<file path="src/design/eth_ctrl_pkg.sv">
// package: constants, field positions and carriers of the ethernet control bank
// assumes a single core clock and an apb master on the register side
// How it works
// - writing ones at base plus four clears those implemented bits
// - writing ones at base plus eight sets those implemented bits
// - writing ones at base plus twelve toggles those implemented bits
// - unimplemented control bits, 14, 12 to 10, 6 to 5 and 3 to 1, read zero, ignore writes
// - control bit 15 switches txGo, rxStoreEn and flow control on or off
// - bit 13 freezes transfers while the system idles
// - writing one to bit 9 starts transmission of the descriptor table
// - hardware clears bit 9 when all requested packets are sent
// - writing zero to bit 9 finishes current packet, starts no more
// - bit 8 gates storing of filtered received packets
// - implemented control bits reset to zero, unimplemented read zero
// - automatic mode flow on at full watermark, off at empty watermark
// - manual mode sends pause, resends every 64 times timer transmit ticks
// - leaving manual mode sends one pause frame with zero timer
// - decrement bit lowers buffer count, reads zero, cancels with increment
package eth_ctrl_pkg;

	localparam int ADDR_W = 8;
	localparam int DATA_W = 32;
	localparam int CNT_W  = 8;
	localparam int PTV_W  = 16;

	// register bases, each with three alias words above it
	localparam logic [ADDR_W-1:0] OFS_SA_LOW  = 8'h00;
	localparam logic [ADDR_W-1:0] OFS_SA_MID  = 8'h10;
	localparam logic [ADDR_W-1:0] OFS_SA_HIGH = 8'h20;
	localparam logic [ADDR_W-1:0] OFS_CTRL    = 8'h30;
	localparam logic [1:0]        ALIAS_NONE  = 2'h0;
	localparam logic [1:0]        ALIAS_CLR   = 2'h1;
	localparam logic [1:0]        ALIAS_SET   = 2'h2;
	localparam logic [1:0]        ALIAS_INV   = 2'h3;
	localparam logic [1:0]        IDX_CTRL    = 2'h3;

	// control field positions
	localparam int PTV_LSB     = 16;
	localparam int BIT_ON      = 15;
	localparam int BIT_IDLE    = 13;
	localparam int BIT_TXREQ   = 9;
	localparam int BIT_RECEIVE_ENABLE    = 8;
	localparam int BIT_AUTOMATIC_FLOW_CONTROL  = 7;
	localparam int BIT_MANUAL_FLOW_CONTROL   = 4;
	localparam int BIT_BUFFER_COUNT_DECREMENT = 0;

	localparam logic [DATA_W-1:0] CTRL_STORE_MASK = 32'hFFFFA390;
	localparam logic [DATA_W-1:0] SA_MASK         = 32'h0000FFFF;
	localparam logic [DATA_W-1:0] CTRL_RESET      = 32'h00000000;
	localparam logic [15:0]       SA_RESET        = 16'h0000;
	localparam logic [CNT_W-1:0]  CNT_RESET       = 8'h00;
	localparam logic [CNT_W-1:0]  CNT_MAX         = 8'hFF;

	// pause resend interval: 128 * timer / 2 transmit clocks
	localparam int PAUSE_MULT   = 128 / 2;
	localparam int PAUSE_CNT_W  = 23;

	typedef struct packed {
		logic              psel;
		logic              penable;
		logic              pwrite;
		logic [ADDR_W-1:0] paddr;
		logic [DATA_W-1:0] pwdata;
	} apb_req_t;

	typedef struct packed {
		logic              pready;
		logic              pslverr;
		logic [DATA_W-1:0] prdata;
	} apb_rsp_t;

	typedef struct packed {
		logic             moduleOn;
		logic             frozen;
		logic             txGo;
		logic             rxStoreEn;
		logic             autoFlowOn;
		logic             flowActive;
		logic [PTV_W-1:0] pauseTimer;
		logic [47:0]      stationAddr;
	} ctrl_out_t;

endpackage : eth_ctrl_pkg

</file>
<file path="src/design/pause_sender.sv">
// pause frame scheduler for flow control
// assumes txClkTick pulses once per transmit clock, pauseAck once per frame sent
`timescale 1ns/1ns
`default_nettype none
module pause_sender (
	input  wire logic                           core_clk,
	input  wire logic                           rst,
	input  wire logic                           flowOn,
	input  wire logic [eth_ctrl_pkg::PTV_W-1:0] pauseTimer,
	input  wire logic                           txClkTick,
	input  wire logic                           pauseAck,
	output logic                                pauseReq,
	output logic      [eth_ctrl_pkg::PTV_W-1:0] pauseValue
);
	import eth_ctrl_pkg::*;

	typedef enum logic [1:0] {S_IDLE, S_SEND, S_WAIT, S_ZERO} pause_state_t;

	pause_state_t             state;
	logic [PAUSE_CNT_W-1:0]   tickCount;
	logic [PAUSE_CNT_W-1:0]   interval;
	logic                     enterZero;

	assign interval = PAUSE_CNT_W'(pauseTimer) * PAUSE_CNT_W'(PAUSE_MULT);
	// zero value must already stand in the first cycle of the ending request
	assign enterZero = !flowOn && ((state == S_WAIT) || (state == S_SEND && pauseAck));

	always_ff @(posedge core_clk or posedge rst) begin
		if (rst) begin
			state <= S_IDLE;
		end else begin
			case (state)
				S_IDLE: if (flowOn) state <= S_SEND;
				S_SEND: if (pauseAck) state <= flowOn ? S_WAIT : S_ZERO;
				S_WAIT: begin
					if (!flowOn) state <= S_ZERO;
					else if (tickCount >= interval) state <= S_SEND;
				end
				S_ZERO: if (pauseAck) state <= S_IDLE;
				default: state <= S_IDLE;
			endcase
		end
	end

	always_ff @(posedge core_clk or posedge rst) begin
		if (rst) tickCount <= '0;
		else if (state != S_WAIT) tickCount <= '0;
		else if (txClkTick) tickCount <= tickCount + PAUSE_CNT_W'(1);
	end

	always_ff @(posedge core_clk or posedge rst) begin
		if (rst) pauseValue <= '0;
		else if (state == S_ZERO || enterZero) pauseValue <= '0;
		else pauseValue <= pauseTimer;
	end

	assign pauseReq = (state == S_SEND) || (state == S_ZERO);

endmodule : pause_sender
`default_nettype wire

</file>
<file path="src/design/eth_ctrl_bank.sv">
// ethernet control register bank: station address, main control, buffer count
// assumes an apb master, and mac, dma and filter logic on the user side
//
// Implementation choices: the address map and the APB register port.
`timescale 1ns/1ns
`default_nettype none
module eth_ctrl_bank (
	input  wire logic                           core_clk,
	input  wire logic                           rst,
	input  wire eth_ctrl_pkg::apb_req_t         apbReq,
	output eth_ctrl_pkg::apb_rsp_t              apbRsp,
	input  wire logic                           sysIdle,
	input  wire logic                           txAllDone,
	input  wire logic                           rxFilterAccept,
	input  wire logic                           rxBufInc,
	input  wire logic [eth_ctrl_pkg::CNT_W-1:0] fullWatermark,
	input  wire logic [eth_ctrl_pkg::CNT_W-1:0] emptyWatermark,
	input  wire logic                           txClkTick,
	input  wire logic                           pauseAck,
	output eth_ctrl_pkg::ctrl_out_t             ctrlOut,
	output logic      [eth_ctrl_pkg::CNT_W-1:0] bufferCount,
	output logic                                pauseReq,
	output logic      [eth_ctrl_pkg::PTV_W-1:0] pauseValue
);
	import eth_ctrl_pkg::*;

	// address decode helpers
	function automatic logic addrHit(input logic [ADDR_W-1:0] addr);
		addrHit = (addr[ADDR_W-1:6] == '0) && (addr[1:0] == 2'h0);
	endfunction : addrHit

	function automatic logic [1:0] aliasKind(input logic [ADDR_W-1:0] addr);
		aliasKind = addr[3:2];
	endfunction : aliasKind

	function automatic logic [1:0] regIndex(input logic [ADDR_W-1:0] addr);
		regIndex = addr[5:4];
	endfunction : regIndex

	// effect of a write at base or alias on the stored bits
	function automatic logic [DATA_W-1:0] applyWrite(
		input logic [DATA_W-1:0] old,
		input logic [DATA_W-1:0] data,
		input logic [1:0]        kind,
		input logic [DATA_W-1:0] mask
	);
		logic [DATA_W-1:0] m;
		m = data & mask;
		case (kind)
			ALIAS_NONE: applyWrite = (old & ~mask) | m;
			ALIAS_CLR:  applyWrite = old & ~m;
			ALIAS_SET:  applyWrite = old | m;
			ALIAS_INV:  applyWrite = old ^ m;
			default:    applyWrite = old;
		endcase
	endfunction : applyWrite

	logic                     setupPhase;
	logic                     accessPhase;
	logic                     wrStrobe;
	logic                     hit;
	logic [1:0]               kind;
	logic [1:0]               index;
	logic                     ctrlWrite;
	logic [DATA_W-1:0]        ctrlReg;
	logic [DATA_W-1:0]        ctrlBase;
	logic [DATA_W-1:0]        next_ctrl;
	logic [15:0]              stationReg [3];
	logic                     decStrobe;
	logic                     autoFlowState;
	logic [DATA_W-1:0]        readValue;
	logic [DATA_W-1:0]        prdataReg;
	logic                     pslverrReg;
	logic                     moduleOn;
	logic                     frozen;
	logic                     flowOn;

	// apb phases: zero wait states
	assign setupPhase  = apbReq.psel && !apbReq.penable;
	assign accessPhase = apbReq.psel && apbReq.penable;
	assign hit         = addrHit(apbReq.paddr);
	assign kind        = aliasKind(apbReq.paddr);
	assign index       = regIndex(apbReq.paddr);
	assign wrStrobe    = accessPhase && apbReq.pwrite && hit;
	assign ctrlWrite   = wrStrobe && (index == IDX_CTRL);

	// station address, two bytes per register
	genvar g;
	generate
		for (g = 0; g < 3; g++) begin : gen_station
			always_ff @(posedge core_clk or posedge rst) begin
				if (rst) begin
					stationReg[g] <= SA_RESET;
				end else if (wrStrobe && (index == 2'(g))) begin
					stationReg[g] <= 16'(applyWrite(
						{16'h0000, stationReg[g]}, apbReq.pwdata, kind, SA_MASK
					));
				end
			end
		end
	endgenerate

	// hardware clear of the transmit request happens before the write lands,
	// so a write of one in the same cycle still wins
	always_comb begin
		ctrlBase = ctrlReg;
		if (txAllDone) begin
			ctrlBase[BIT_TXREQ] = 1'b0;
		end
	end

	always_comb begin
		next_ctrl = ctrlBase;
		if (ctrlWrite) begin
			next_ctrl = applyWrite(ctrlBase, apbReq.pwdata, kind,
				CTRL_STORE_MASK);
		end
	end

	always_ff @(posedge core_clk or posedge rst) begin
		if (rst) begin
			ctrlReg <= CTRL_RESET;
		end else begin
			ctrlReg <= next_ctrl & CTRL_STORE_MASK;
		end
	end

	// decrement strobe: any write that would put a one in bit 0
	always_comb begin
		decStrobe = 1'b0;
		if (ctrlWrite && apbReq.pwdata[BIT_BUFFER_COUNT_DECREMENT]) begin
			case (kind)
				ALIAS_NONE: decStrobe = 1'b1;
				ALIAS_SET:  decStrobe = 1'b1;
				ALIAS_INV:  decStrobe = 1'b1;
				ALIAS_CLR:  decStrobe = 1'b0;
				default:    decStrobe = 1'b0;
			endcase
		end
	end

	// descriptor buffer count
	always_ff @(posedge core_clk or posedge rst) begin
		if (rst) begin
			bufferCount <= CNT_RESET;
		end else if (rxBufInc && !decStrobe) begin
			if (bufferCount != CNT_MAX) bufferCount <= bufferCount + CNT_W'(1);
		end else if (decStrobe && !rxBufInc) begin
			if (bufferCount != CNT_RESET) bufferCount <= bufferCount - CNT_W'(1);
		end
	end

	// automatic flow control with watermark hysteresis
	always_ff @(posedge core_clk or posedge rst) begin
		if (rst) begin
			autoFlowState <= 1'b0;
		end else if (!ctrlReg[BIT_AUTOMATIC_FLOW_CONTROL] || !moduleOn) begin
			autoFlowState <= 1'b0;
		end else if (bufferCount >= fullWatermark) begin
			autoFlowState <= 1'b1;
		end else if (bufferCount <= emptyWatermark) begin
			autoFlowState <= 1'b0;
		end
	end

	assign moduleOn = ctrlReg[BIT_ON];
	assign frozen   = ctrlReg[BIT_IDLE] && sysIdle;
	assign flowOn   = moduleOn && (ctrlReg[BIT_MANUAL_FLOW_CONTROL] || autoFlowState);

	// pause frame scheduling
	pause_sender u_pause (
		.core_clk   (core_clk),
		.rst        (rst),
		.flowOn     (flowOn),
		.pauseTimer (ctrlReg[PTV_LSB +: PTV_W]),
		.txClkTick  (txClkTick && !frozen),
		.pauseAck   (pauseAck),
		.pauseReq   (pauseReq),
		.pauseValue (pauseValue)
	);

	// outputs toward mac, dma and filter
	always_ff @(posedge core_clk or posedge rst) begin
		if (rst) begin
			ctrlOut <= '0;
		end else begin
			ctrlOut.moduleOn    <= moduleOn;
			ctrlOut.frozen      <= frozen;
			ctrlOut.txGo        <= moduleOn && !frozen
				&& next_ctrl[BIT_TXREQ];
			ctrlOut.rxStoreEn   <= moduleOn && !frozen && ctrlReg[BIT_RECEIVE_ENABLE]
				&& rxFilterAccept;
			ctrlOut.autoFlowOn  <= autoFlowState;
			ctrlOut.flowActive  <= flowOn;
			ctrlOut.pauseTimer  <= ctrlReg[PTV_LSB +: PTV_W];
			ctrlOut.stationAddr <= {stationReg[0], stationReg[1],
				stationReg[2]};
		end
	end

	// read mux: aliases return zero
	always_comb begin
		readValue = '0;
		if (hit && (kind == ALIAS_NONE)) begin
			case (index)
				2'h0:    readValue = {16'h0000, stationReg[0]};
				2'h1:    readValue = {16'h0000, stationReg[1]};
				2'h2:    readValue = {16'h0000, stationReg[2]};
				IDX_CTRL: readValue = ctrlReg & CTRL_STORE_MASK;
				default: readValue = '0;
			endcase
		end
	end

	// read data and error captured in the setup cycle
	always_ff @(posedge core_clk or posedge rst) begin
		if (rst) begin
			prdataReg  <= '0;
			pslverrReg <= 1'b0;
		end else if (setupPhase) begin
			prdataReg  <= apbReq.pwrite ? '0 : readValue;
			pslverrReg <= !hit;
		end
	end

	assign apbRsp.pready  = accessPhase;
	assign apbRsp.pslverr = accessPhase && pslverrReg;
	assign apbRsp.prdata  = prdataReg;

endmodule : eth_ctrl_bank
`default_nettype wire

</file>
<file path="config.mk">
export PLATFORM = sky130hd
export DESIGN_NAME = eth_ctrl_bank
export DESIGN_NICKNAME = d
export VERILOG_FILES = /design/src/design/eth_ctrl_pkg.sv /design/src/design/pause_sender.sv /design/src/design/eth_ctrl_bank.sv
export SDC_FILE = /design/constraint.sdc
export NUM_CORES = 1
export LEC_CHECK = 0
export BUFFER_PORTS_ARGS = -buffer_cell sky130_fd_sc_hd__buf_2
export CAP_MARGIN = 20
export CORE_UTILIZATION = 35
export CTS_BUF_LIST = sky130_fd_sc_hd__clkbuf_8 sky130_fd_sc_hd__clkbuf_16
export DETAILED_ROUTE_END_ITERATION = 12
export SLEW_MARGIN = 20
export SYNTH_ARGS = -nofsm -noshare
export SYNTH_HDL_FRONTEND = slang
export SYNTH_SLANG_ARGS = --single-unit
</file>
<file path="constraint.sdc">
create_clock -name core_clk -period 6.8 [get_ports core_clk]
set_input_delay 0.68 -clock core_clk [delete_from_list [all_inputs] [get_ports core_clk]]
set_output_delay 0.68 -clock core_clk [all_outputs]
set_load 0.005 [all_outputs]
</file>
# Word-level counts from Yosys, hierarchy flattened
# Index checks and enable logic that the tools add are counted.
# word_totals
out_inout_bits,129
register_bits,223
elab_cells,133
# op_classes
n_eq_ne,16
muxes,28
addsub,3
order_cmp,3
n_reduce_logical,49
n_bitwise,14
# op_table
cell,count
$pmux W32 S4,2
$pmux W16 S4,3
$mux W32,2
$and A16 B16 Y16,3
$or A16 B16 Y16,3
$xor A16 B16 Y16,3
$mux W23,2
$and A32 B32 Y32,1
$mux W8,4
$not A32 Y32,1
$or A32 B32 Y32,1
$xor A32 B32 Y32,1
$add A23 B1 Y23 const B,1
$ge A23 B22 Y1,1
$logic_and A1 B1 Y1,23
$mux W16,1
$not A16 Y16,1
$eq A2 B2 Y1 const B,6
$logic_not A2 Y1,5
$mux W10,1
$mux W2,5
$add A8 B1 Y8 const B,1
$ge A8 B8 Y1,1
$le A8 B8 Y1,1
17 further kinds,40

# Longest topological paths before layout
# Gate-level depths: netlist (run 1).
# depth
depth_word,10
depth_mapped,13
depth_no_buf,12

# Cells and area by module
# Synthesis (run 1) repeated with hierarchy kept, for this count alone.
# unflattened
hier_cells,1322
area_unflattened_um2,13088.8
# by_module_without_submodules
mod,n_inst,seq_area_each_um2,cells_each,area_each_um2
eth_ctrl_bank,1,4554.4,1105,10925.5
pause_sender,1,1026.0,217,2163.3

# Worst setup path after synthesis (run 1)
# Ideal clock, no wire load.
# synth_timing
path_type,input to register
start,input apbReq[39] (netlist name)
end,register bufferCount[7] (netlist name)
t_required_ps,6721
setup_slack_ps,3273
t_arrival_ps,3448
stages,13
n_path_buf,1
cell_sequence,nor4_4 nand3_2 nor2_2 clkbuf_1 nand3_1 ha_1 inv_1 ha_1 a211oi_1 o21ai_0 a211o_1 a21oi_1 xor2_1
# synth_via
elab_chain_len,10
elab_cells_between_ends,14
classes_between,eq/ne (1); mux (2); reduce/logical (11)
# synth_lines
element,line_no,source
from (decl),eth_ctrl_bank.sv:10,"input wire eth_ctrl_pkg::apb_req_t apbReq,"
$logic_not A2 Y1 (*),eth_ctrl_bank.sv:29,addrHit = (addr[ADDR_W-1:6] == '0) && (addr[1:0] == 2'h0);
$logic_and A1 B1 Y1 (*),eth_ctrl_bank.sv:29,
$logic_and A1 B1 Y1 (*),eth_ctrl_bank.sv:84,assign wrStrobe = accessPhase && apbReq.pwrite && hit;
$logic_and A1 B1 Y1 (*),eth_ctrl_bank.sv:85,assign ctrlWrite = wrStrobe && (index == IDX_CTRL);
$logic_and A1 B1 Y1 (*),eth_ctrl_bank.sv:131,if (ctrlWrite && apbReq.pwdata[BIT_BUFFER_COUNT_DECREMENT]) begin
$mux W1 (*),eth_ctrl_bank.sv:131,
$logic_not A1 Y1,eth_ctrl_bank.sv:146,end else if (rxBufInc && !decStrobe) begin
$logic_and A1 B1 Y1,eth_ctrl_bank.sv:146,
$ne A2 B1 Y1 (no line) or $reduce_bool A2 Y1 (tied branches),n/a,
$reduce_and A3 Y1 (no line),n/a,
to (signal assigned),eth_ctrl_bank.sv:147,if (bufferCount != CNT_MAX) bufferCount <= bufferCount + CNT_W'(1);
to (signal assigned),eth_ctrl_bank.sv:149,if (bufferCount != CNT_RESET) bufferCount <= bufferCount - CNT_W'(1);
to (decl),eth_ctrl_bank.sv:21,"output logic [eth_ctrl_pkg::CNT_W-1:0] bufferCount,"
# Every way passes the cells marked *; elsewhere a longest branch is shown, timed or not.
# A chain may end at the register's enable or synchronous reset.

# Worst setup path in the final report (run 1)
# Same ends and word-level chain as after synthesis.

==> results of run 1 <==
==> cell usage after synthesis, types with 3 or more instances <==
cell / count / share of area
mux2i_1: 11 / 0.0084
nor3_1: 13 / 0.0050
buf_4: 3 / 0.0017
nand3_1: 35 / 0.013
xnor2_1: 8 / 0.0054
a211oi_1: 4 / 0.0023
nor2_1: 70 / 0.020
ha_1: 181 / 0.17
a21oi_1: 116 / 0.044
nor2b_1: 8 / 0.0038
nand2b_1: 15 / 0.0072
buf_2: 38 / 0.015
a211o_1: 21 / 0.014
o21ai_0: 88 / 0.034
mux4_2: 22 / 0.038
a22o_1: 32 / 0.021
and2_1: 19 / 0.0091
nand4_1: 12 / 0.0057
inv_1: 147 / 0.042
clkbuf_1: 27 / 0.0077
dfrtp_1: 223 / 0.43
o211ai_1: 22 / 0.013
xor2_1: 19 / 0.013
or3_1: 5 / 0.0024
a21o_1: 9 / 0.0052
and3_1: 6 / 0.0029
nand2_1: 129 / 0.037
==> through the flow <==
stage / setup slack (ns) / util / cell area, um2
after detailed placement: 2.582 / 0.3937 / 14450
after global placement: 2.681 / 0.3936 / 14440
after global routing: 2.786 / 0.4185 / 15360
after CTS: 3.123 / 0.4185 / 15360
after floorplan: 0.01388 / - / 13080
final: 3.192 / 0.4185 / 15360
==> power by group through the flow <==
stage                     clock network [mW]  logic (mW)  registers [mW]
final                                   1.46       0.832            1.65
after global routing                    1.55       0.963            1.67
after CTS                               1.49       0.844            1.65
after detailed placement                   0       0.839            1.67
after global placement                     0       0.806            1.67
after floorplan                            0       0.567            1.62
==> sequential cells by signal, summed over array words and instances (netlist names) <==
name,flops
u_pause.pauseValue,16
ctrlReg,22
u_pause.tickCount,23
pslverrReg,1
bufferCount,8
autoFlowState,1
u_pause.state,2
ctrlOut,70
stationReg,48
prdataReg,32
==> cells in the final DEF (no fill, tap or decap), types with 4 or more instances in the layout <==
master / synthesis / layout
xnor2_1: 8 / 8
nor3_1: 13 / 13
a21o_1: 9 / 9
dfrtp_1: 223 / 223
nand2_1: 129 / 129
nand2b_1: 15 / 14
ha_1: 181 / 181
nand4_1: 12 / 12
a22o_1: 32 / 32
nor2_1: 70 / 70
clkbuf_8: 0 / 9
mux4_2: 22 / 22
xor2_1: 19 / 19
a21oi_1: 116 / 116
o211ai_1: 22 / 22
buf_2: 38 / 193
buf_4: 3 / 14
nor2b_1: 8 / 6
clkinv_2: 0 / 8
o21ai_0: 88 / 88
or3_1: 5 / 5
a211o_1: 21 / 21
mux2i_1: 11 / 11
clkbuf_16: 0 / 27
and3_1: 6 / 6
a211oi_1: 4 / 4
nand3_1: 35 / 35
inv_1: 147 / 149
and2_1: 19 / 19
==> worst paths after layout <==
kind                                       startpoint                                 to  slack, ns  depth (start not counted)
max in group asynchronous                         rst  u_pause.tickCount[20]$_DFFE_PP0P_       5.20                          3
min in group core_clk                  rxFilterAccept              ctrlOut[66]$_DFF_PP0_       0.39                          3
hold reg to reg            stationReg[40]$_DFFE_PP0P_              ctrlOut[40]$_DFF_PP0_       0.44                          0
setup reg to reg              ctrlReg[27]$_DFFE_PP0N_       u_pause.state[0]$_DFFE_PP0P_       4.50                          7
setup / recovery                           apbReq[39]         bufferCount[7]$_DFFE_PP0P_       3.19                         14
hold / removal                                    rst   u_pause.pauseValue[12]$_DFF_PP0_       0.35                          2
==> cell type report <==
cell class,instances,area (um2)
fill,3495,21340
timing repair buffer,208,1082
tap,468,585.6
sequential,223,5580
clock buffer,36,799.5
inverter,147,559.3
clock inverter,13,111.4
antenna,1,2.502
multi-input combinational,882,6639
==> layer usage <==
layer  wire (um)  share of wire  vias up  track usage
li1            -              -     4849            -
met1       15250           0.46     4788       0.2413
met2       15550           0.47      203       0.2868
met3        1666          0.050       33      0.03178
met4         565          0.017        2      0.03908
met5           8        0.00024        -            0
==> worst max-delay path, stage by stage <==
cell,delay [ns]
buf_2,0.11
nor4_4,0.35
nand3_2,0.27
nor2_4,0.16
buf_4,0.39
nand3_1,0.16
ha_1,0.27
inv_1,0.24
ha_1,0.30
a211oi_1,0.34
o21ai_0,0.15
a211o_1,0.30
a21oi_1,0.17
xor2_1,0.15
==> kinds of logic (layout without fill, tap and decap cells) <==
logic type	after synthesis	count (layout)
buffers and inverters	218	404
flip-flops	223	223
adder cells (fa/ha/maj)	182	182
multiplexers	35	35
AO/OA/AOI/OAI	310	310
other	0	1
AND/OR/NAND/NOR	328	328
XOR/XNOR	27	27
==> metrics.cfg, run 1 <==
[logic_synthesis]
syn_nets = 1572
synthXorXnorAreaFrac = 0.01808
synth_area_per_cell_um2 = 9.886
synth_fa_ha_area_frac = 0.1747
synthCells = 1323
yosys.area_share.simple = 0.1186
synth_area_mm2 = 0.01308
synth_cell_types = 60
yosys-mux-area-fraction = 0.04802
yosysSeqAreaShare = 0.4267
synthArstFlopShare = 1.000
synth-edff-count = 0
yosysWarningCount = 0
ys_ff_latch = 223
synth_flop_cell = dfrtp_1
synth_top_family_by_area = adder cells
synth_compound_area_frac = 0.1463

[critical_path]
critPathKind = input pin to register
cp-end-kind = register
worst-path-max-fanout = 44
required_ns = 7.25
cp.arrival_ns = 4.06
crit_path_start_kind = input pin

[timing]
fin_tns_setup_ns = 0
fin_hold_ws_ns = 0.3477
rsz0062_at_grt = no
post-route-min-period_ns = 3.608
skew_ns = 0.009433
fmax_mhz = 277.2
fin_crit_sh = 0.5306
finalHoldViolations = 0
setup_violations = 0
tightest_slew_ns = 0.9799
max_slew_margin = 0.3467
slew_viol_final = 0

[floorplan]
fp.dieW_um = 195.3
io_pins = 196
core_mm2 = 0.03670
die_area_mm2 = 0.03814
start_util = 0.3564
fp.dieH_um = 195.3
rows = 70

[power_and_ir_drop]
power.share.clock = 0.370
fin_total_pwr_mw = 3.937
p_sw_frac = 0.3003
p_comb_frac = 0.211
powerDensity_mw_per_mm2 = 256.3
ir_worst_vdd_uv = 153.0
p_seq_frac = 0.419
internal_power_mw = 2.755
p_leak_nw = 7.627
switching_power_mw = 1.182

[clocking]
cts_hold_buf = 0
cts-htree-levels = 1
cts_buffer_depth = 3
insertion_delay_ns = 0.53
root_buffer = clkbuf_16
cts_tree = done
post_cts_buffers = 0
ctsResizeCount = 0
cts.sinks = 223
clk_pin_slew_ns = 0.06
numCtsBuffers = 27

[detailed_routing]
vias_per_cell = 4.992
drt_wl_total_mm = 33.04
drt-initial-drc-count = 566
routed-via-count = 9875
wl_per_cell_um = 16.70
drc = 0
first_pass_iters = 4
ant_nets = 0

[cells_and_area]
stdcell_count = 1978
area_delta_synth_final_pct = 17.44
layout-drive-gt1-share = 0.1948
fin_nets = 1738

[placement]
place.gp.congestion = 0.7827
dp.cells = 1928
io_buffer_count = 195
hpwl_mm = 23.08

[global_routing]
grt_pass1_wl_mm = 53.93
grt_pass1_vias = 9836
antenna_found_initial = 2
overflow = 0
grt_max_degree = 125
grt_usage = 0.1755

[flow_run]
drv_cap = 0

[hold_path]
hold_class = input pin to asynchronous set/reset pin

[status]
outcome = finished, final reports clean

(Power assumes the default switching activity.)
==> run 2: changes to the inputs <==
--- a/config.mk
+++ b/config.mk
@@ -5,6 +5,7 @@
 export SDC_FILE = /design/constraint.sdc
 export NUM_CORES = 1
 export LEC_CHECK = 0
+export ABC_AREA = 1
 export BUFFER_PORTS_ARGS = -buffer_cell sky130_fd_sc_hd__buf_2
 export CAP_MARGIN = 20
 export CORE_UTILIZATION = 35
==> constraint.sdc (replaced) <==
create_clock -name core_clk -period 3.7 [get_ports core_clk]
set_input_delay 0.37 -clock core_clk [delete_from_list [all_inputs] [get_ports core_clk]]
set_output_delay 0.37 -clock core_clk [all_outputs]
set_load 0.005 [all_outputs]
==> metrics.cfg, run 2 <==
[timing]
tightest_slew_ns = 0.8152  ; was 0.9799 ns
slew_viol_final = 0  ; unchanged
setup_ws_ns = 1.141  ; was 3.192 ns
max_slew_margin = 0.4565  ; was 0.3467
fin_tns_setup_ns = 0  ; unchanged
skew_ns = 0.006201  ; was 0.009433 ns
fmax_mhz = 390.8
finalHoldViolations = 5  ; was 0
post-route-min-period_ns = 2.559
fin_hold_ws_ns = -0.01855  ; was 0.3477 ns
rsz0062_at_grt = no  ; unchanged
fin_crit_sh = 0.6916
setup_violations = 0  ; unchanged

[detailed_routing]
drc = 0  ; unchanged
routed-via-count = 10410  ; was 9875
wl_per_cell_um = 17.21  ; was 16.70 um
vias_per_cell = 5.085  ; was 4.992
drt-initial-drc-count = 571  ; was 566
first_pass_iters = 7  ; was 4
ant_nets = 0  ; unchanged
drt_wl_total_mm = 35.22  ; was 33.04 mm

[global_routing]
top_usage_layer = met2  ; unchanged
grt_pass1_vias = 10090  ; was 9836
use_met3 = 0.02791  ; was 0.03178
grt_max_degree = 130  ; was 125
overflow = 0  ; unchanged
grt_pass1_wl_mm = 55.26  ; was 53.93 mm
grt_usage = 0.1916  ; was 0.1755
grt_use_met1 = 0.2581  ; was 0.2413
grtUsageMet2 = 0.3233  ; was 0.2868
antenna_found_initial = 1  ; was 2

[power_and_ir_drop]
fin_total_pwr_mw = 7.315  ; was 3.937 mW
p_leak_nw = 7.660  ; was 7.627 nW
ir_worst_vdd_uv = 296.7  ; was 153.0 uV
p_seq_frac = 0.405  ; was 0.419
internal_power_mw = 5.084  ; was 2.755 mW
p_sw_frac = 0.3049  ; was 0.3003
powerDensity_mw_per_mm2 = 487.0  ; was 256.3 mW/mm2
power.share.clock = 0.389  ; was 0.370
switching_power_mw = 2.231  ; was 1.182 mW
p_comb_frac = 0.206  ; was 0.211

[placement]
hpwl_mm = 23.90  ; was 23.08 mm
io_buffer_count = 195  ; unchanged
dp.cells = 1999  ; was 1928
place.gp.congestion = 0.8179  ; was 0.7827
place_ws_ns = 0.5199  ; was 2.582 ns
place_area_mm2 = 0.01407  ; was 0.01445 mm2

[logic_synthesis]
yosysTopAreaCell = dfrtp_1  ; unchanged
synth_area_per_cell_um2 = 9.113  ; was 9.886 um2
synth_flop_cell = dfrtp_1  ; unchanged
synth-edff-count = 0  ; unchanged
yosysMostFrequentCell = dfrtp_1  ; unchanged
yosysWarningCount = 0  ; unchanged
synth_area_mm2 = 0.01256  ; was 0.01308 mm2
syn_nets = 1627  ; was 1572
synth_commonest_cells = 223 x dfrtp_1, 185 x inv_1, 181 x ha_1  ; was 223 x dfrtp_1, 181 x ha_1, 147 x inv_1
synth_cell_types = 41  ; was 60
yosysSeqAreaShare = 0.4444  ; was 0.4267
synth_area_leaders = dfrtp_1 44%, ha_1 18%, inv_1 5.5%  ; was dfrtp_1 43%, ha_1 17%, a21oi_1 4.4%
synthArstFlopShare = 1.000  ; unchanged
synth_top_cell_area_share = 0.4444  ; was 0.4267
synthCells = 1378  ; was 1323
ys_ff_latch = 223  ; unchanged

[critical_path]
crit_top_cell = nand2_1  ; was ha_1
cp_slowest_stage_delay_ns = 0.38  ; was 0.39 ns
r2r_end = u_pause.tickCount[22]$_DFFE_PP0P_  ; was u_pause.state[0]$_DFFE_PP0P_
cp.arrival_ns = 2.96  ; was 4.06 ns
critPathTopFamily = simple AND/OR/NAND/NOR gates  ; was compound AO/OA/AOI/OAI gates
reg2reg_from = ctrlReg[13]$_DFFE_PP0N_  ; was ctrlReg[27]$_DFFE_PP0N_
r2r_slack_ns = 1.62  ; was 4.50 ns
cp_num_buf_inv = 3  ; unchanged
ff2ff_path_depth = 10  ; was 7
slowest_stage = nor3_1  ; was buf_4
critPathKind = input pin to register  ; unchanged
crit_path_start_kind = input pin  ; unchanged
worst-path-max-fanout = 9  ; was 44
cp-end-kind = register  ; unchanged
crit_chain = buf_2 -> nor2_1 -> nand2_1 -> nor3_1 -> nand2_1 -> clkinv_1 -> nand2_1 -> ha_1 -> inv_1 -> ha_1 -> a21oi_1 -> nand2_1 -> a21oi_1 -> xor2_1 -> o21ai_0  ; was buf_2 -> nor4_4 -> nand3_2 -> nor2_4 -> buf_4 -> nand3_1 -> ha_1 -> inv_1 -> ha_1 -> a211oi_1 -> o21ai_0 -> a211o_1 -> a21oi_1 -> xor2_1
required_ns = 4.10  ; was 7.25 ns

[floorplan]
fp.dieH_um = 191.4  ; was 195.3 um
start_util = 0.3548  ; was 0.3564
fp.dieW_um = 191.4  ; was 195.3 um
io_pins = 196  ; unchanged
rows = 69  ; was 70
die_area_mm2 = 0.03664  ; was 0.03814 mm2
core_mm2 = 0.03540  ; was 0.03670 mm2

[cells_and_area]
layout_common_cells = 223 x dfrtp_1, 195 x buf_2, 186 x inv_1, 181 x ha_1, 168 x nand2_1  ; was 223 x dfrtp_1, 193 x buf_2, 181 x ha_1, 149 x inv_1, 129 x nand2_1
fillers = 3491  ; was 3495
layout-drive-gt1-share = 0.1797  ; was 0.1948
stdcell_count = 2047  ; was 1978
final_area_mm2 = 0.01502  ; was 0.01536 mm2
fin_nets = 1816  ; was 1738
area_delta_synth_final_pct = 19.62  ; was 17.44%
largest_reg_flops = 70  ; unchanged
reg.largest.list = ctrlOut: 70 flops, stationReg: 48 flops, prdataReg: 32 flops  ; unchanged
num_antenna_cells = 0  ; was 1
layout_commonest_cell = dfrtp_1  ; unchanged
regMostFlops = ctrlOut  ; unchanged
fin_util = 0.4244  ; was 0.4185

[clocking]
cts_buffer_depth = 3  ; unchanged
cts_hold_buf = 0  ; unchanged
clk_pin_slew_ns = 0.06  ; about the same
cts.sinks = 223  ; unchanged
root_buffer = clkbuf_16  ; unchanged
post_cts_buffers = 0  ; unchanged
cts-htree-levels = 1  ; unchanged
ctsResizeCount = 0  ; unchanged
insertion_delay_ns = 0.54  ; was 0.53 ns
numCtsBuffers = 27  ; unchanged
cts_tree = done  ; unchanged

[hold_path]
hold_class = input pin to asynchronous set/reset pin  ; unchanged

[status]
outcome = finished with violations  ; was finished, final reports clean
violations = hold timing

[flow_run]
drv_cap = 0  ; unchanged

==> run 2: changes by cell type in the layout (fill, tap and decap cells not counted), sizes merged, moves of 22 or more <==
cell,change
nor2,+84
a21oi,-45
a221oi,+41
inv,+41
nand2,+40
a22o,-32
a31oi,+29
o21ai,+26
mux4,-22
o22ai,+22
==> run 2: routing by layer <==
metal  vias up  share of wire  wire length (um)
met5         -        0.00037                13
met4         2          0.019               659
met3        57          0.055              1944
met2       288           0.47             16610
met1      5028           0.45             15990
li1       5035              -                 -
==> run 2: tightest hold or removal path, delay by kind of cell <==
family | cells | cell delay [ns]
buffers and inverters | 3 | 0.57
==> run 2: layout make-up <==
cell class | instances | area, um2 | share of cell area
inverters | 192 | 724.4 | 0.04823
well taps | 461 | 576.8 | 0.03840
clock buffers | 32 | 744.5 | 0.04956
multi-input cells | 912 | 6038 | 0.4020
flip-flops and latches | 223 | 5580 | 0.3715
clock inverters | 16 | 210.2 | 0.01399
repair buffers | 211 | 1146 | 0.07630
==> run 2: power by group through the flow <==
| stage | clock network (mW) | logic (mW) | registers, mW |
|---|---|---|---|
| floorplan | 0 | 0.943 | 2.95 |
| global placement | 0 | 1.46 | 3.00 |
| detailed placement | 0 | 1.51 | 3.00 |
| CTS | 2.91 | 1.53 | 2.96 |
| global route | 3.00 | 1.72 | 3.00 |
| finish | 2.85 | 1.50 | 2.96 |
==> run 2: kinds of logic (layout without fill, tap and decap cells) <==
family / Yosys count / count (layout) / share of synthesized area
compound gates: 326 / 326 / 0.1608
fa+ha+maj: 182 / 182 / 0.1819
buf+inv: 243 / 451 / 0.07593
xor+xnor: 9 / 9 / 0.006277
simple gates: 395 / 395 / 0.1306
flops: 223 / 223 / 0.4444
==> run 2: worst max path at each step <==
stage               start                         end  slack, ns  depth (start not counted)
2_1_floorplan         rst   autoFlowState$_DFFE_PP0P_       0.42                          1
3_3_place_gp   apbReq[39]  bufferCount[6]$_DFFE_PP0P_       0.62                         17
3_5_place_dp   apbReq[33]  bufferCount[6]$_DFFE_PP0P_       0.52                         17
4_1_cts        apbReq[33]  bufferCount[6]$_DFFE_PP0P_       1.08                         17
5_1_grt        apbReq[33]  bufferCount[6]$_DFFE_PP0P_       0.90                         17
6_report       apbReq[33]  bufferCount[5]$_DFFE_PP0P_       1.14                         15
==> run 3: changes to the inputs <==
==> constraint.sdc (replaced) <==
create_clock -name core_clk -period 2.42 [get_ports core_clk]
set_input_delay 0.242 -clock core_clk [delete_from_list [all_inputs] [get_ports core_clk]]
set_output_delay 0.242 -clock core_clk [all_outputs]
set_load 0.005 [all_outputs]
==> metrics.cfg, run 3 (synthesis results as in run 2) <==
[timing]
slew_viol_final = 0  ; unchanged
tightest_slew_ns = 0.8396  ; was 0.8152 ns
setup_ws_ns = 0.5052  ; was 1.141 ns
finalHoldViolations = 0  ; was 5
fmax_mhz = 522.2
max_slew_margin = 0.4402  ; was 0.4565
skew_ns = 0.02501  ; was 0.006201 ns
rsz0062_at_grt = no  ; unchanged
fin_crit_sh = 0.7912
post-route-min-period_ns = 1.915
setup_violations = 0  ; unchanged

[clocking]
post_cts_buffers = 0  ; unchanged
ctsResizeCount = 0  ; unchanged
cts-htree-levels = 1  ; unchanged
root_buffer = clkbuf_16  ; unchanged
cts.sinks = 223  ; unchanged
clk_pin_slew_ns = 0.06  ; about the same
numCtsBuffers = 27  ; unchanged
insertion_delay_ns = 0.55  ; was 0.54 ns
cts_tree = done  ; unchanged
cts_buffer_depth = 3  ; unchanged

[power_and_ir_drop]
ir_worst_vdd_uv = 579.7  ; was 296.7 uV
powerDensity_mw_per_mm2 = 710.6  ; was 487.0 mW/mm2
p_leak_nw = 7.856  ; was 7.660 nW

[cells_and_area]
stdcell_count = 2093  ; was 2047
layout-drive-gt1-share = 0.2004  ; was 0.1797
fin_nets = 1864  ; was 1816
layout_common_cells = 223 x dfrtp_1, 195 x buf_2, 186 x inv_1, 181 x ha_1, 167 x nand2_1  ; was 223 x dfrtp_1, 195 x buf_2, 186 x inv_1, 181 x ha_1, 168 x nand2_1
num_antenna_cells = 0  ; unchanged
area_delta_synth_final_pct = 22.02  ; was 19.62%
layout_commonest_cell = dfrtp_1  ; unchanged
regArea_mm2 = 0.005580  ; unchanged
fillers = 3491  ; unchanged
final_area_mm2 = 0.01532  ; was 0.01502 mm2
regMostFlops = ctrlOut  ; unchanged
multi_input_area_mm2 = 0.006046  ; was 0.006038 mm2
largest_reg_flops = 70  ; unchanged
reg.largest.list = ctrlOut: 70 flops, stationReg: 48 flops, prdataReg: 32 flops  ; unchanged
fin_util = 0.4329  ; was 0.4244

[critical_path]
reg2reg_from = u_pause.tickCount[1]$_DFFE_PP0P_  ; was ctrlReg[13]$_DFFE_PP0N_
cp.arrival_ns = 2.32  ; was 2.96 ns
crit_top_cell = nand2_1  ; unchanged
crit_path_start_kind = input pin  ; unchanged
r2r_slack_ns = 0.54  ; was 1.62 ns
cp-end-kind = register  ; unchanged
crit_start = apbReq[42]  ; was apbReq[33]
r2r_end = u_pause.tickCount[18]$_DFFE_PP0P_  ; was u_pause.tickCount[22]$_DFFE_PP0P_
ff2ff_path_depth = 9  ; was 10
critPathKind = input pin to register  ; unchanged
required_ns = 2.82  ; was 4.10 ns
cp_slowest_stage_delay_ns = 0.37  ; was 0.38 ns
worst-path-max-fanout = 5  ; was 9
crit_chain = buf_2 -> nand2_1 -> nor3_2 -> buf_4 -> nand2_1 -> clkinv_1 -> nand2_1 -> ha_1 -> inv_2 -> buf_4 -> fa_1 -> nand3_1 -> nand2_1 -> nand2_1 -> nand2_1 -> a21oi_1 -> xor2_1 -> o21ai_0  ; was buf_2 -> nor2_1 -> nand2_1 -> nor3_1 -> nand2_1 -> clkinv_1 -> nand2_1 -> ha_1 -> inv_1 -> ha_1 -> a21oi_1 -> nand2_1 -> a21oi_1 -> xor2_1 -> o21ai_0
slowest_stage = fa_1  ; was nor3_1

[placement]
hpwl_mm = 25.55  ; was 23.90 mm
place_ws_ns = -0.06776  ; was 0.5199 ns
place_area_mm2 = 0.01441  ; was 0.01407 mm2
io_buffer_count = 195  ; unchanged
place.gp.congestion = 0.8323  ; was 0.8179
dp.cells = 2041  ; was 1999

[hold_path]
min_to = ctrlReg[21]$_DFFE_PP0N_
hp-start = apbReq[21]
whs_path_depth = 3
hold_class = input pin to register  ; was input pin to asynchronous set/reset pin

[detailed_routing]
drc = 0  ; unchanged
drt-initial-drc-count = 599  ; was 571
wl_per_cell_um = 17.04  ; was 17.21 um
first_pass_iters = 5  ; was 7
ant_nets = 0  ; unchanged
routed-via-count = 10710  ; was 10410
drt_wl_total_mm = 35.66  ; was 35.22 mm
vias_per_cell = 5.118  ; was 5.085

[global_routing]
grt_usage = 0.1963  ; was 0.1916
overflow = 0  ; unchanged
grt_pass1_wl_mm = 57.05  ; was 55.26 mm
antenna_found_initial = 0  ; was 1
grt_pass1_vias = 10630  ; was 10090
grt_max_degree = 64  ; was 130

[floorplan]
fp.dieH_um = 191.4  ; unchanged
die_area_mm2 = 0.03664  ; unchanged
core_mm2 = 0.03540  ; unchanged
fp.dieW_um = 191.4  ; unchanged
io_pins = 196  ; unchanged
rows = 69  ; unchanged
start_util = 0.3548  ; unchanged

[flow_run]
drv_cap = 0  ; unchanged

[status]
outcome = finished, final reports clean  ; was finished with violations

==> run 3: cell types whose count changed in the layout (fill, tap and decap cells not counted), moves of 2 or more <==
cell / before / now
buf_12: 4 / 6
bufinv_16: 5 / 1
inv_6: 0 / 2
buf_4: 12 / 52
dlygate4sd3_1: 0 / 6
==> run 3: final cells by class <==
class / count / share of cell area
multi-input combinational: 912 / 0.3946
sequential: 223 / 0.3642
tap: 461 / 0.03764
inverter: 192 / 0.04728
clock inverter: 14 / 0.006778
timing repair buffer: 259 / 0.1009
clock buffer: 32 / 0.04859
==> run 3: critical path: cells and delay by family <==
family / cells / cell delay (ns)
buf+inv: 5 / 0.54
compound gates: 2 / 0.22
xor+xnor: 1 / 0.15
fa+ha+maj: 2 / 0.57
simple gates: 8 / 0.58
==> run 3: power by group <==
part | leakage (nW) | total [mW] | switching (mW) | internal [mW]
Clock | 0.432 | 3.89 | 1.61 | 2.28
Combinational | 4.62 | 2.47 | 1.41 | 1.06
Sequential | 2.80 | 4.53 | 0.387 | 4.15
Total | 7.86 | 10.9 | 3.41 | 7.48
==> run 3: metal layers <==
metal  up-vias  global-route usage  part of all wire
li1       5135                   -                 -
met5         -                   0                 0
met4         0             0.05952             0.028
met1      5227              0.2648              0.45
met3        54             0.02717             0.051
met2       296              0.3248              0.47
==> run 3: worst max-delay path by stage <==
stage | endpoint | slack (ns)
global route | bufferCount[6]$_DFFE_PP0P_ | 0.30
detailed placement | bufferCount[6]$_DFFE_PP0P_ | -0.07
finish | bufferCount[6]$_DFFE_PP0P_ | 0.51
floorplan | autoFlowState$_DFFE_PP0P_ | -0.73
CTS | bufferCount[6]$_DFFE_PP0P_ | 0.48
global placement | bufferCount[6]$_DFFE_PP0P_ | -0.05
==> run 3: repair_timing <==
item / in CTS / in global routing
hold buffers: 6 / 0
setup endpoints to repair: 0 / 0
endpoints found under the hold margin: 16 / 0
==> run 3: stage by stage <==
stage / power [mW] / hold WS (ns) / setup TNS, ns
4_1_cts: 11.02 / 0.002000 / 0
3_3_place_gp: 6.995 / 0.3163 / -0.05446
6_report: 10.89 / 0.02294 / 0
2_1_floorplan: 5.956 / 0.3636 / -163.25
5_1_grt: 11.54 / 0.03453 / 0
3_5_place_dp: 7.078 / 0.3172 / -0.1069
